<file path="src/core/ssw_pkg.sv">
package ssw_pkg;
  // Status register location and field positions
  localparam logic [4:0] SSW_STATUS_ADDR = 5'h03;
  localparam int SSW_PAGE_HI = 7;
  localparam int SSW_PAGE_LO = 5;
  localparam int SSW_TO_BIT = 4;
  localparam int SSW_PD_BIT = 3;
  localparam int SSW_Z_BIT = 2;
  localparam int SSW_DC_BIT = 1;
  localparam int SSW_C_BIT = 0;
  // Status value after power-up: timeout and power-down set, zero and carry flags clear, page 0
  localparam logic [7:0] SSW_STATUS_RST = 8'h18;
  // Selector codes for the port B auxiliary exchange
  localparam logic [7:0] SSW_SEL_PEND = 8'h09;
  localparam logic [7:0] SSW_SEL_EDGE = 8'h0A;
  localparam logic [7:0] SSW_SEL_EN = 8'h0B;
  localparam logic [7:0] SSW_SEL_DIR = 8'h0F;
  // Reset values of the wakeup and direction registers
  localparam logic [7:0] SSW_WAKE_RST = 8'hFF;
  localparam logic [7:0] SSW_PEND_RST = 8'h00;
  // Program page span and reset vector
  localparam logic [10:0] SSW_PAGE_SPAN = 11'h200;
  localparam logic [10:0] SSW_RESET_VECTOR = 11'h7FF;
  // ALU operation codes
  typedef enum logic [2:0] {
    SSW_OP_NONE = 3'b000,
    SSW_OP_ADD = 3'b001,
    SSW_OP_SUB = 3'b010,
    SSW_OP_RR = 3'b011,
    SSW_OP_RL = 3'b100,
    SSW_OP_LOGIC = 3'b101
  } ssw_op_t;
  // Power state
  typedef enum logic [0:0] {
    SSW_RUN = 1'b0,
    SSW_SLEEP = 1'b1
  } ssw_pwr_t;
endpackage : ssw_pkg

</file>
<file path="src/core/ssw_alu_flags.sv">
`timescale 1ns/1ps
// Computes result and zero, half-carry, carry flags of one ALU operation
module ssw_alu_flags
  import ssw_pkg::*;
(
  // Operation
  input wire ssw_pkg::ssw_op_t op,
  input wire logic [7:0] a,
  input wire logic [7:0] b,
  input wire logic cin_use,
  input wire logic cin,
  // Results
  output logic [7:0] result,
  output logic z,
  output logic dc,
  output logic c
);
  logic [4:0] lo_sum;
  logic [8:0] full_sum;
  logic [7:0] b_eff;
  logic cin_eff;
  // Subtract as a plus not-b plus one, or plus cin when cin_use is set, so carry out means no borrow
  assign b_eff = (op == SSW_OP_SUB) ? ~b : b;
  assign cin_eff = (op == SSW_OP_SUB) ? (cin_use ? cin : 1'b1)
                                      : (cin_use & cin);
  assign lo_sum = {1'b0, a[3:0]} + {1'b0, b_eff[3:0]} + {4'h0, cin_eff};
  assign full_sum = {1'b0, a} + {1'b0, b_eff} + {8'h00, cin_eff};
  // Result per operation
  always_comb begin
    result = a;
    c = cin;
    dc = 1'b0;
    case (op)
      SSW_OP_ADD, SSW_OP_SUB: begin
        result = full_sum[7:0];
        c = full_sum[8];
        dc = lo_sum[4];
      end
      SSW_OP_RR: begin
        result = {cin, a[7:1]};
        c = a[0];
      end
      SSW_OP_RL: begin
        result = {a[6:0], cin};
        c = a[7];
      end
      default: begin
        result = a;
      end
    endcase
  end
  assign z = (result == 8'h00);
endmodule : ssw_alu_flags

</file>
<file path="src/core/ssw_sync.sv">
`timescale 1ns/1ps
// Two-stage synchroniser for one input bit
module ssw_sync (
  // Clock and reset
  input wire logic clk,
  input wire logic reset,
  // Data
  input wire logic d,
  output logic q
);
  logic meta_q;
  // First stage feeds only the second stage
  always_ff @(posedge clk) begin
    if (reset) begin
      meta_q <= 1'b0;
      q <= 1'b0;
    end else begin
      meta_q <= d;
      q <= meta_q;
    end
  end
endmodule : ssw_sync

</file>
<file path="src/core/ssw_top.sv">
`timescale 1ns/1ps
module ssw_top
  import ssw_pkg::*;
(
  // Clock and reset
  input wire logic clk,
  input wire logic reset,
  // Status file register access
  input wire logic [4:0] file_addr,
  input wire logic file_we,
  input wire logic [7:0] file_wdata,
  output logic [7:0] status_rdata,
  // ALU operation completing this cycle
  input wire ssw_pkg::ssw_op_t alu_op,
  input wire logic [7:0] alu_a,
  input wire logic [7:0] alu_b,
  input wire logic carry_in_option,
  output logic [7:0] alu_result,
  // Flag updates from a logic operation writing only zero
  input wire logic logic_zero_upd,
  // Power and watchdog events
  input wire logic watchdog_kick_instruction,
  input wire logic halt_instruction,
  input wire logic watchdog_enable,
  input wire logic watchdog_overflow,
  input wire logic external_reset_pin,
  output logic watchdog_clear,
  output logic powered_down,
  output logic wake_restart,
  output logic [10:0] restart_vector,
  output logic [10:0] page_base,
  // Port B auxiliary exchange
  input wire logic [7:0] mode_select,
  input wire logic aux_write,
  input wire logic [7:0] aux_wdata,
  output logic [7:0] aux_rdata,
  // Port B wakeup pins
  input wire logic [7:0] port_b_pins,
  output logic [7:0] port_b_dir,
  output logic wake_interrupt
);
  logic [7:0] status_q;
  logic [7:0] status_d;
  logic [7:0] wake_enable_mask_q;
  logic [7:0] wake_edge_select_q;
  logic [7:0] wake_pending_latch_q;
  logic [7:0] wake_pending_latch_d;
  logic [7:0] port_b_dir_q;
  logic [7:0] aux_rdata_q;
  logic [7:0] pins_sync;
  logic [7:0] pins_prev_q;
  logic [7:0] rise;
  logic [7:0] fall;
  logic [7:0] edge_hit;
  logic [7:0] alu_res;
  logic alu_z;
  logic alu_dc;
  logic alu_c;
  logic status_wr;
  logic alu_flag_upd;
  logic sel_pend;
  logic sel_edge;
  logic sel_en;
  logic sel_dir;
  logic pin_wake;
  logic wake_now;
  ssw_pwr_t pwr_q;
  ssw_pwr_t pwr_d;
  logic wake_restart_q;
  logic [7:0] written_flags;
  logic [7:0] pin_hit;
  logic [7:0] aux_old;
  logic aux_take;
  logic run_state;
  logic asleep;
  logic halt_run;
  logic to_set;
  logic to_clr;
  logic pd_set;
  logic pd_clr;
  logic upd_z;
  logic upd_c;
  logic upd_dc;

  // One synchroniser per pin keeps edges clean across exchanges
  genvar gi;
  generate
    for (gi = 0; gi < 8; gi++) begin : g_sync
      ssw_sync u_sync (
        .clk(clk),
        .reset(reset),
        .d(port_b_pins[gi]),
        .q(pins_sync[gi])
      );
    end
  endgenerate

  // Shared flag computation
  ssw_alu_flags u_alu (
    .op(alu_op),
    .a(alu_a),
    .b(alu_b),
    .cin_use(~carry_in_option),
    .cin(status_q[SSW_C_BIT]),
    .result(alu_res),
    .z(alu_z),
    .dc(alu_dc),
    .c(alu_c)
  );
  assign alu_result = alu_res;

  // Power state views shared by the decode below
  assign run_state = (pwr_q == SSW_RUN);
  assign asleep = (pwr_q == SSW_SLEEP);

  // Edge detection on synchronised pins
  assign rise = pins_sync & ~pins_prev_q;
  assign fall = ~pins_sync & pins_prev_q;
  assign edge_hit = (wake_edge_select_q & fall)
                    | (~wake_edge_select_q & rise);
  assign pin_hit = edge_hit & ~wake_enable_mask_q;
  assign pin_wake = |pin_hit;

  // Selector decode for the auxiliary exchange
  assign sel_pend = aux_write && (mode_select == SSW_SEL_PEND);
  assign sel_edge = aux_write && (mode_select == SSW_SEL_EDGE);
  assign sel_en = aux_write && (mode_select == SSW_SEL_EN);
  assign sel_dir = aux_write && (mode_select == SSW_SEL_DIR);
  assign aux_take = sel_pend || sel_edge || sel_en || sel_dir;

  // Status write decode and flag sources
  assign status_wr = file_we && (file_addr == SSW_STATUS_ADDR);
  assign alu_flag_upd = (alu_op != SSW_OP_NONE);
  // Logic ops touch only zero; carry and half-carry keep their values
  assign upd_z = alu_flag_upd || logic_zero_upd;
  assign upd_c = alu_flag_upd && (alu_op != SSW_OP_LOGIC);
  assign upd_dc = (alu_op == SSW_OP_ADD) || (alu_op == SSW_OP_SUB);

  // Halt only counts while running; a halt seen during sleep is ignored
  assign halt_run = halt_instruction && run_state;
  // Timeout and power-down events; the status process orders them
  assign to_set = watchdog_kick_instruction || halt_run;
  assign to_clr = watchdog_overflow;
  assign pd_set = watchdog_kick_instruction;
  assign pd_clr = halt_run;

  // Pending latch: edges set bits; a pin event wins over the overwrite
  assign wake_pending_latch_d = (sel_pend ? aux_wdata : wake_pending_latch_q)
                                | edge_hit;

  // Wake decision
  assign wake_now = asleep
                    && (watchdog_overflow || pin_wake
                        || external_reset_pin);

  // Power state: halt enters sleep
  always_comb begin
    pwr_d = pwr_q;
    case (pwr_q)
      SSW_RUN: begin
        if (halt_instruction) begin
          pwr_d = SSW_SLEEP;
        end
      end
      SSW_SLEEP: begin
        if (wake_now) begin
          pwr_d = SSW_RUN;
        end
      end
      default: begin
        pwr_d = SSW_RUN;
      end
    endcase
  end

  // Written value merges, keeping the read-only timeout and power-down bits
  assign written_flags = {file_wdata[7:5], status_q[SSW_TO_BIT],
                          status_q[SSW_PD_BIT], file_wdata[2:0]};

  // Status next value; ALU completion overrides written flag bits
  always_comb begin
    status_d = status_q;
    if (status_wr) begin
      status_d = written_flags;
    end
    if (upd_z) begin
      status_d[SSW_Z_BIT] = alu_z;
    end
    if (upd_c) begin
      status_d[SSW_C_BIT] = alu_c;
    end
    if (upd_dc) begin
      status_d[SSW_DC_BIT] = alu_dc;
    end
    if (to_set) begin
      status_d[SSW_TO_BIT] = 1'b1;
    end
    if (pd_set) begin
      status_d[SSW_PD_BIT] = 1'b1;
    end
    // Halt comes after the kick, so a halt in the same cycle clears
    if (pd_clr) begin
      status_d[SSW_PD_BIT] = 1'b0;
    end
    // Watchdog overflow is the last word on the timeout flag
    if (to_clr) begin
      status_d[SSW_TO_BIT] = 1'b0;
    end
  end

  // Status register
  always_ff @(posedge clk) begin
    if (reset) begin
      status_q <= SSW_STATUS_RST;
    end else begin
      status_q <= status_d;
    end
  end

  // Power state register
  always_ff @(posedge clk) begin
    if (reset) begin
      pwr_q <= SSW_RUN;
    end else begin
      pwr_q <= pwr_d;
    end
  end

  // Previous synchronised level; reset low like the synchronisers, so
  // the first level after reset looks like a rise, which the reset edge
  // select ignores
  always_ff @(posedge clk) begin
    if (reset) begin
      pins_prev_q <= 8'h00;
    end else begin
      pins_prev_q <= pins_sync;
    end
  end

  // Pending latch follows its next value every cycle
  always_ff @(posedge clk) begin
    if (reset) begin
      wake_pending_latch_q <= SSW_PEND_RST;
    end else begin
      wake_pending_latch_q <= wake_pending_latch_d;
    end
  end

  // Edge select, written only through its selector
  always_ff @(posedge clk) begin
    if (reset) begin
      wake_edge_select_q <= SSW_WAKE_RST;
    end else if (sel_edge) begin
      wake_edge_select_q <= aux_wdata;
    end
  end

  // Enable mask; all ones keeps every pin quiet until software opts in
  always_ff @(posedge clk) begin
    if (reset) begin
      wake_enable_mask_q <= SSW_WAKE_RST;
    end else if (sel_en) begin
      wake_enable_mask_q <= aux_wdata;
    end
  end

  // Direction register, reset to all inputs
  always_ff @(posedge clk) begin
    if (reset) begin
      port_b_dir_q <= SSW_WAKE_RST;
    end else if (sel_dir) begin
      port_b_dir_q <= aux_wdata;
    end
  end

  // Old contents picked by the selector; an unknown code takes nothing,
  // so the previous answer keeps standing
  assign aux_old = sel_pend ? wake_pending_latch_q
                   : sel_edge ? wake_edge_select_q
                   : sel_en ? wake_enable_mask_q
                   : port_b_dir_q;

  // Old contents returned on the same exchange that stores the new ones
  always_ff @(posedge clk) begin
    if (reset) begin
      aux_rdata_q <= 8'h00;
    end else if (aux_take) begin
      aux_rdata_q <= aux_old;
    end
  end

  // Restart pulse after a pin wakeup from sleep; watchdog and external
  // reset wakeups take their own paths and do not raise it
  always_ff @(posedge clk) begin
    if (reset) begin
      wake_restart_q <= 1'b0;
    end else begin
      wake_restart_q <= wake_now && pin_wake;
    end
  end

  // Outputs
  assign status_rdata = status_q;
  assign aux_rdata = aux_rdata_q;
  assign port_b_dir = port_b_dir_q;
  assign powered_down = asleep;
  assign wake_restart = wake_restart_q;
  assign restart_vector = SSW_RESET_VECTOR;
  // Page code times the page span; only codes 0..3 are meaningful
  assign page_base = SSW_PAGE_SPAN
                     * {8'h00, status_q[SSW_PAGE_HI:SSW_PAGE_LO]};
  // Kick always clears the watchdog; halt clears it only when it is on
  assign watchdog_clear = watchdog_kick_instruction
                          || (halt_run && watchdog_enable);
  // Interrupt only while running; asleep the same event wakes
  assign wake_interrupt = pin_wake && run_state;
endmodule : ssw_top

</file>
<file path="config.mk">
export PLATFORM = sky130hd
export DESIGN_NAME = ssw_top
export DESIGN_NICKNAME = d
export VERILOG_FILES = /design/src/core/ssw_pkg.sv /design/src/core/ssw_alu_flags.sv /design/src/core/ssw_sync.sv /design/src/core/ssw_top.sv
export SDC_FILE = /design/constraint.sdc
export NUM_CORES = 1
export LEC_CHECK = 0
export BUFFER_PORTS_ARGS = -buffer_cell sky130_fd_sc_hd__buf_2
export CAP_MARGIN = 20
export CELL_PAD_IN_SITES_DETAIL_PLACEMENT = 1
export CELL_PAD_IN_SITES_GLOBAL_PLACEMENT = 1
export CORE_UTILIZATION = 38
export DETAILED_ROUTE_END_ITERATION = 10
export PLACE_DENSITY_LB_ADDON = 0.1
export SETUP_SLACK_MARGIN = 0.2
export SLEW_MARGIN = 20
export SYNTH_ARGS = -nofsm -noshare
export SYNTH_HDL_FRONTEND = slang
export SYNTH_SLANG_ARGS = --single-unit
</file>
<file path="constraint.sdc">
create_clock -name clk -period 4.8 [get_ports clk]
set_input_delay 0.24 -clock clk [delete_from_list [all_inputs] [get_ports clk]]
set_output_delay 0.24 -clock clk [all_outputs]
set_load 0.05 [all_outputs]
</file>
==> metrics.cfg, run 1 <==
[outcome]
outcome = complete, no violations

[setup_path]
crit_end = alu_result[6]
crit_path_end_kind = output pin
crit_family = buffers and inverters
cp.depth = 13
max_stage_delay_ns = 0.40
cp.arrival_ns = 3.24
rr_worst_depth = 10
rrSetupSlack_ns = 1.74
rr_startpoint = status_rdata[0]
required_ns = 4.56
crit_type = in -> out
critPathLaunch = alu_op[2]
cp_max_fo = 21
crit_buf_inv = 4
slowest_stage = fa_1
r2r-end = status_rdata[2]
crit_path_cell_trace = buf_2 > nor3b_1 > buf_4 > mux2_2 > fa_1 > inv_1 > fa_1 > nor2b_1 > o31a_1 > o21a_1 > o21a_1 > o31ai_1 > buf_2
critPathLaunchType = input port

[sta]
setup_viol = 0
worst_pin_slew_ns = 0.894
tns_ns = 0
final.period_utilization_pct = 72.5
maxSlewViolCount = 0
slew_headroom_pct = 40.2
setup_slack_ns = 1.32
fin_skew_ns = 0.00790
hold_violations = 0
fin_crit_ns = 3.48
max_freq_mhz = 287
rsz0062_at_grt = false

[placement]
gp_congestion = 0.777
post-dp-hpwl_microns = 7370
io_buffer_count = 102
place_ws_ns = 1.18
post_dp_cell_area_sq_mm = 0.00446

[finish]
multiInputGateArea_sq_mm = 0.00221
nets = 614
final_cell_mix = buf_2, dfxtp_1, nor2_1
finish.utilization_pct = 47.0
area_delta_synth_final_pct = 17.9
drive_gt1_share_pct = 26.2
nFillCells = 1201
diodes = 0
finalInstanceArea_sq_mm = 0.00467
seqCellArea_sq_mm = 0.00148
final_common_cell = buf_2

[global_routing]
overflow = 0
grt_pass1_vias = 3382
grt_first_pass_wirelength_microns = 16600
antenna_found_initial = 0
grt_max_degree = 77
grt_usage_pct = 18.9

[floorplan]
die_w_microns = 104
die_y_microns = 104
num_rows = 36
die_area_sq_mm = 0.0108
start_util_pct = 39.8
coreArea_sq_mm = 0.00995
ios = 125

[detailed_routing]
drc = 0
routed_via_density = 5.22
drt_iter0_drc = 119
drt-total-wl_microns = 10100
drt-pass1-iter-count = 6
routedWlPerCell_microns = 14.9
ant_nets = 0
dr_total_vias = 3529

[power_and_ir_drop]
power_leakage_nw = 2.02
ir_drop_mv = 0.189
powerDensity_mw_per_mm2 = 305

[synth]
synth.distinct_cells = 61
synthXorXnorAreaFrac_pct = 2.65
synth_top_family_by_area = compound AO/OA/AOI/OAI gates
avgSynthCellArea_sq_um = 8.77
synth_compound_area_share_pct = 22.9
netlist_instances = 452
synth_ff_type = dfxtp_1
synth_fa_ha_area_share_pct = 3.22
async_reset_ff_share_pct = 0
synthesis.area_sq_mm = 0.00396
synth-simple-area-share_pct = 20.3
synth-seq-area-share_pct = 37.4
ys_ff_latch = 74
synth_edf_count = 0
yosys_warnings = 0
synth_mux_area_share_pct = 4.67

[clocking]
cts_resized = 0
clock-root-buffer = clkbuf_8
clk_latency_ns = 0.35
path_clk_slew_ns = 0.08
clock_path_buffers = 2
htree_num_levels = 3
tritoncts = yes
clkSinkCount = 74
cts_hold_buf = 0
cts_setup_buffers = 0
cts_buffers = 9

[job]
drv_cap = 0

[hold_path]
hp-class = in -> reg

[stage by stage]
stage               cells  hold WS (ns)  power (mW)
floorplan             470         0.345       0.872
global placement      660         0.417       0.928
detailed placement    660         0.428       0.934
CTS                   676        0.0731        1.45
global route          676        0.0779        1.50
finish                676        0.0944        1.43
[worst register-to-register path, cell delays in order (launching register included)]
cell and delay, ns:
dfxtp_1 0.36, mux2_2 0.28, fa_1 0.40, inv_1 0.08
fa_1 0.19, nor2b_1 0.07, o21ai_1 0.14, or3b_2 0.46
o2bb2ai_1 0.14, or4_1 0.56, o41ai_2 0.27
[kinds of logic after synthesis]
kind of cell / count (synthesis)
multiplexers: 18
adder cells (fa/ha/maj): 9
AO/OA/AOI/OAI: 121
AND/OR/NAND/NOR: 151
other: 2
buffers and inverters: 65
XOR/XNOR: 12
flip-flops: 74
[final cells by class]
cell class / count / area share [%]
multi-input cells: 331 / 47.3
flip-flops and latches: 74 / 31.7
clock buffers: 10 / 2.94
repair buffers: 107 / 11.7
inverters: 15 / 1.20
clock inverters: 6 / 1.58
well taps: 133 / 3.56
[flip-flops by register name, indices dropped and copies added (netlist names)]
register / flops
wake_edge_select_q: 8
powered_down: 1
g_sync.u_sync.q: 8
g_sync.u_sync.meta_q: 8
wake_restart: 1
port_b_dir: 8
pins_prev_q: 8
wake_enable_mask_q: 8
wake_pending_latch_q: 8
status_rdata: 8
aux_rdata: 8
[synth_stat cells (all sizes together) (3+ instances only)]
library cell   n  area, sq um
o21ai          7         35.0
nor3           5         25.0
a211o         25          219
nand3b         6         45.0
a211oi        20          150
inv           15         56.3
dfxtp         74         1480
mux2           4         45.0
ha             7         87.6
o21a           3         22.5
o22ai          4         31.3
nand2         17         63.8
o21bai         3         22.5
nor2b         32          200
nand4          3         18.8
a21o           3         22.5
and3b          5         43.8
xor2          10         87.6
a21oi         27          135
nor2          58          220
mux2i         14          140
nor4b          3         32.5
a221oi         8         87.6
or3b           5         43.8
buf           31          216
clkbuf        19         71.3
nand3          4         20.0
a31oi          6         37.5
[how the worst min path moves through the flow]
stage / start / end / slack, ns / depth (start not counted)
3_3_place_gp: g_sync[7].u_sync.meta_q / g_sync[7].u_sync.q / 0.42 / 1
3_5_place_dp: g_sync[4].u_sync.meta_q / g_sync[4].u_sync.q / 0.43 / 1
5_1_grt: port_b_pins[1] / g_sync[1].u_sync.meta_q / 0.08 / 2
6_report: watchdog_overflow / status_rdata[4] / 0.09 / 2
4_1_cts: port_b_pins[3] / g_sync[3].u_sync.meta_q / 0.07 / 2
2_1_floorplan: watchdog_overflow / status_rdata[4] / 0.34 / 1
[routing by layer]
metal / vias up / wire [microns] / part of all wire [%] / global-route usage, %
li1: 1748 / - / - / -
met4: 0 / 87 / 0.86 / 4.39
met5: - / 0 / 0 / 0
met1: 1684 / 4830 / 48 / 24.9
met3: 8 / 512 / 5.1 / 5.26
met2: 89 / 4630 / 46 / 30.4
[where the power goes]
part / switching [mW] / internal, mW / total, mW
Combinational: 0.192 / 0.0904 / 0.282
Sequential: 0.00842 / 0.629 / 0.637
Clock: 0.246 / 0.260 / 0.507
Total: 0.446 / 0.980 / 1.43
No activity file was read; power rests on OpenSTA's default activity.
==> inputs of run 2 (changes only) <==
Settings changed: ABC_AREA set to 1, CORE_UTILIZATION 38 to 36.
Clock period 4.8 ns to 3.6 ns, I/O delays scaled along.
==> run 2 against run 1 <==
Sequential power increased by 34%; first-iteration DRC count grew 11%; area after synthesis up 4.1%; clock-buffer cell count did not move.
==> metrics.cfg, run 2 <==
[finish]
finalInstanceArea_sq_mm = 0.00494
nFillCells = 1472
finalNonFillerCells = 827
final_cell_mix = nand2_1, buf_2, inv_1
final_common_cell = nand2_1
finish.utilization_pct = 44.9
area_delta_synth_final_pct = 19.6
nets = 758
drive_gt1_share_pct = 21.4

[clocking]
htree_num_levels = 3
clock_path_buffers = 2
cts_resized = 0
cts_hold_buf = 0
clkSinkCount = 74
cts_setup_buffers = 0
tritoncts = yes
clock-root-buffer = clkbuf_16
cts_buffers = 9
clk_latency_ns = 0.33
path_clk_slew_ns = 0.06

[sta]
worst_pin_slew_ns = 1.01
slew_headroom_pct = 32.6
setup_slack_ns = 0.697
tns_ns = 0
max_freq_mhz = 344
hold_violations = 0
fin_skew_ns = 0.00924
setup_viol = 0
final.period_utilization_pct = 80.6
rsz0062_at_grt = false
maxSlewViolCount = 0
fin_crit_ns = 2.90

[floorplan]
die_w_microns = 109
ios = 125
num_rows = 38
start_util_pct = 37.6
coreArea_sq_mm = 0.0110
die_area_sq_mm = 0.0119
die_y_microns = 109

[setup_path]
slowest_stage = fa_1
rr_worst_depth = 16
crit_type = in -> out
critPathLaunch = alu_op[2]
r2r-end = status_rdata[2]
critPathLaunchType = input port
required_ns = 3.42
rr_startpoint = status_rdata[0]
crit_path_cell_trace = buf_2 > inv_2 > nand3_2 > xnor2_1 > fa_1 > inv_1 > fa_1 > inv_1 > nand2_1 > nand2_1 > nand3_1 > nand3_1 > nand3_1 > nand2_1 > buf_2
rrSetupSlack_ns = 1.23
max_stage_delay_ns = 0.39
cp.arrival_ns = 2.72
crit_path_end_kind = output pin
cp_max_fo = 10
crit_end = alu_result[6]

[detailed_routing]
drt_iter0_drc = 132
routedWlPerCell_microns = 13.3
drt-pass1-iter-count = 4
drt-total-wl_microns = 11000
dr_total_vias = 4007
ant_nets = 0
drc = 0
routed_via_density = 4.85

[placement]
dp_cells = 811
post_dp_cell_area_sq_mm = 0.00463
place_ws_ns = 0.680
post-dp-hpwl_microns = 8360
io_buffer_count = 102
gp_congestion = 0.881

[synth]
synth.distinct_cells = 37
yosys_warnings = 0
synth_top_area_share_pct = 35.9
avgSynthCellArea_sq_um = 6.98
async_reset_ff_share_pct = 0
yosysTopAreaCell = dfxtp_1
synthTopCellsByCount = nand2_1, inv_1, dfxtp_1, nor2_1, o211ai_1
synth.most_common_cell = nand2_1
synth-seq-area-share_pct = 35.9
ys_ff_latch = 74
synth_edf_count = 0
synth_ff_type = dfxtp_1
netlist_instances = 591
synthesis.area_sq_mm = 0.00413
synth.area.top_cells = dfxtp_1, nand2_1, inv_1, o211ai_1, nand3_1

[power_and_ir_drop]
power_leakage_nw = 2.65
powerDensity_mw_per_mm2 = 432
ir_drop_mv = 0.241

[global_routing]
overflow = 0
antenna_found_initial = 1
grt_max_degree = 36
grt_first_pass_wirelength_microns = 18200
grt_usage_pct = 19.6
grt_pass1_vias = 3948

[job]
drv_cap = 0

[outcome]
outcome = complete, no violations

[hold_path]
min-delay-start = port_b_pins[0]
hp-class = in -> reg
min_delay_path_depth = 3

## run 2: cell count changes in the layout (fill, tap and decap cells not counted), sizes merged, moves of 10 or more
cell | previous run | this run
xor2 | 10 | 0
a211oi | 20 | 4
nand2 | 17 | 123
nand3 | 4 | 44
inv | 17 | 104
nor2b | 32 | 0
o211ai | 1 | 40
mux2i | 14 | 0
a211o | 25 | 0
o21ai | 7 | 39
## run 2: metrics by stage
stage | power, mW | hold slack (ns)
6_report | 2.13 | 0.0496
5_1_grt | 2.24 | 0.0486
4_1_cts | 2.16 | 0.0385
3_5_place_dp | 1.28 | 0.390
3_3_place_gp | 1.27 | 0.379
2_1_floorplan | 1.18 | 0.287
## run 2: layout make-up
class | instances | area (sq um) | share of cell area, %
multi-input combinational | 386 | 2040 | 41.4
sequential | 74 | 1480 | 30.0
timing repair buffer | 106 | 541 | 11.0
inverter | 105 | 399 | 8.09
clock buffer | 10 | 239 | 4.84
tap | 140 | 175 | 3.55
clock inverter | 5 | 55.1 | 1.12
antenna | 1 | 2.50 | 0.0507
## run 2: how the worst min path moves through the flow
stage                                    to  slack, ns
floorplan           g_sync[0].u_sync.meta_q       0.29
global placement    g_sync[0].u_sync.meta_q       0.38
detailed placement  g_sync[0].u_sync.meta_q       0.39
CTS                 g_sync[0].u_sync.meta_q       0.04
global route        g_sync[3].u_sync.meta_q       0.05
finish              g_sync[0].u_sync.meta_q       0.05
## run 2: layer usage
layer	share of wire, %	wire, microns	global-route usage [%]	vias up
met1	47	5160	24.6	1869
met2	47	5150	33.1	91
li1	-	-	-	2034
met3	5.3	582	4.84	13
met4	1.2	132	5.41	0
met5	0	0	0	-
## run 2: logic make-up (layout without fill, tap and decap cells)
family | Yosys count | in the layout | synth area share [%]
AOI/OAI and AO/OA | 112 | 112 | 16.5
DFF | 74 | 74 | 35.9
and+or+nand+nor | 236 | 236 | 26.1
adders and majority gates | 9 | 9 | 3.09
xor gates and xnor gates | 9 | 9 | 1.91
buffers and inverters | 149 | 226 | 16.3
other | 2 | 21 | 0.182
## run 2: power breakdown
part	switching (mW)	total [mW]	internal [mW]	leakage (nW)
clock network	0.329	0.877	0.548	0.140
registers	0.0110	0.851	0.840	0.603
logic	0.290	0.406	0.116	1.90
## run 2: worst max-delay path, delay by kind of cell
| family | cells | cell delay [ns] |
|---|---|---|
| xor+xnor | 1 | 0.33 |
| fa+ha+maj | 2 | 0.65 |
| buf+inv | 5 | 0.72 |
| simple gates | 7 | 0.83 |
==> inputs of run 3 (changes only) <==
Settings changed: ABC_AREA 1 to 0, CORE_UTILIZATION 36 to 38.
Clock period 3.6 ns to 3 ns, I/O delays scaled along.
==> run 3 against run 2 <==
Via count shrank 12%; routed wire length fell by 5.7%; sequential cell count unchanged; critical path depth shrank 5; critical path type is now reg -> out; largest cell class unchanged; highest routed layer unchanged.
==> metrics.cfg, run 3 (synthesized netlist as in run 1, its figures left out) <==
[global_routing]
grt_max_degree = 48
antenna_found_initial = 0
grt_usage_pct = 19.6
grt_pass1_vias = 3478
grt_first_pass_wirelength_microns = 17100
overflow = 0

[sta]
fin_skew_ns = 0.00985
worst_pin_slew_ns = 0.835
rsz0062_at_grt = true
maxSlewViolCount = 0
fin_crit_ns = 2.91
max_freq_mhz = 344
whs_ns = 0.0111
hold_violations = 0
final.period_utilization_pct = 97.0
tns_ns = 0
slew_headroom_pct = 44.3
setup_viol = 0

[finish]
final_cell_mix = buf_2, dfxtp_1, nor2_1
drive_gt1_share_pct = 29.0
seqCellArea_sq_mm = 0.00148
area_delta_synth_final_pct = 24.2
finish.utilization_pct = 49.5
diodes = 0
finalInstanceArea_sq_mm = 0.00492
multiInputGateArea_sq_mm = 0.00231
final_common_cell = buf_2
nFillCells = 1236
nets = 625

[placement]
post-dp-hpwl_microns = 7610
post_dp_cell_area_sq_mm = 0.00460
gp_congestion = 0.841
io_buffer_count = 102

[setup_path]
rrSetupSlack_ns = 0.18
crit_end = alu_result[6]
crit_path_cell_trace = mux2_2 > fa_2 > inv_2 > fa_2 > nor2b_2 > o31a_1 > o21a_1 > o21a_1 > o31ai_4 > buf_6
critPathLaunchType = flip-flop
required_ns = 2.85
r2r-end = status_rdata[2]
cp_max_fo = 2
slowest_stage = fa_2
crit_path_end_kind = output pin
crit_family = compound AO/OA/AOI/OAI gates
crit_type = reg -> out
critPathLaunch = status_rdata[0]
cp.arrival_ns = 2.76
rr_worst_depth = 10
rr_startpoint = status_rdata[0]
cp.depth = 10
max_stage_delay_ns = 0.36
crit_buf_inv = 2

[clocking]
htree_num_levels = 3
tritoncts = yes
clock_path_buffers = 2
clk_latency_ns = 0.35
cts_buffers = 9
cts_setup_buffers = 0
path_clk_slew_ns = 0.08
clkSinkCount = 74
clock-root-buffer = clkbuf_8

[floorplan]
num_rows = 36
die_y_microns = 104
start_util_pct = 39.8
die_w_microns = 104
ios = 125
die_area_sq_mm = 0.0108
coreArea_sq_mm = 0.00995

[hold_path]
hp-class = in -> reg

[detailed_routing]
ant_nets = 0
drc = 0
routed_via_density = 5.16
drt-total-wl_microns = 10400
dr_total_vias = 3536
drt_iter0_drc = 115
routedWlPerCell_microns = 15.2
drt-pass1-iter-count = 4

[outcome]
outcome = complete, no violations

[power_and_ir_drop]
power_leakage_nw = 2.12
ir_drop_mv = 0.381
powerDensity_mw_per_mm2 = 515
power_mw = 2.53

[job]
drv_cap = 0

-- run 3: metal layers --
metal	global-route usage (%)	part of all wire, %	routed length, microns	up-vias
met5	0	0	0	-
met4	7.55	2.1	218	0
met3	3.07	3.4	356	18
met2	32.5	46	4810	96
met1	25.5	48	5000	1658
li1	-	-	-	1764
-- run 3: area by class of cell --
type | instances | share of cell area, %
clock buffer | 9 | 2.52
clock inverter | 5 | 2.62
inverter | 15 | 1.14
multi-input combinational | 331 | 46.9
sequential | 74 | 30.1
tap | 133 | 3.38
timing repair buffer | 118 | 13.3
-- run 3: repair_timing --
action / in CTS / in global routing
pin swaps: 0 / 2
hold endpoints to repair: 4 / 0
cloned: 0 / 0
resized for setup: 3 / 9
hold buffers: 4 / 0
endpoints found under the setup margin: 2 / 5
-- run 3: worst register-to-register path, stage by stage (launching register included) --
cell and delay (ns):
dfxtp_2 0.32, mux2_2 0.26, fa_2 0.36, inv_2 0.07, fa_2 0.23, nor2b_2 0.06, o21ai_1 0.15, or3b_4 0.41
o2bb2ai_4 0.15, or4_4 0.45, o41ai_2 0.27
-- run 3: power by group --
part | internal [mW] | leakage [nW] | switching, mW
Clock | 0.629 | 0.125 | 0.376
Sequential | 1.01 | 0.604 | 0.0107
Combinational | 0.178 | 1.39 | 0.334
-- run 3: worst min path at each step --
stage / from / end / slack [ns] / depth (start not counted)
6_report: watchdog_overflow / status_rdata[4] / 0.01 / 2
5_1_grt: port_b_pins[0] / g_sync[0].u_sync.meta_q / 0.006 / 2
4_1_cts: watchdog_overflow / status_rdata[4] / 0.0007 / 2
3_5_place_dp: port_b_pins[6] / g_sync[6].u_sync.meta_q / 0.37 / 2
3_3_place_gp: port_b_pins[7] / g_sync[7].u_sync.meta_q / 0.36 / 2
2_1_floorplan: watchdog_overflow / status_rdata[4] / 0.25 / 1
-- run 3: metrics by stage --
step	worst slack, ns	cells
after floorplan	-0.00557	470
after global placement	0.103	667
after detailed placement	0.0204	667
after CTS	0.0583	685
after global routing	-0.0164	685
final	0.0905	685
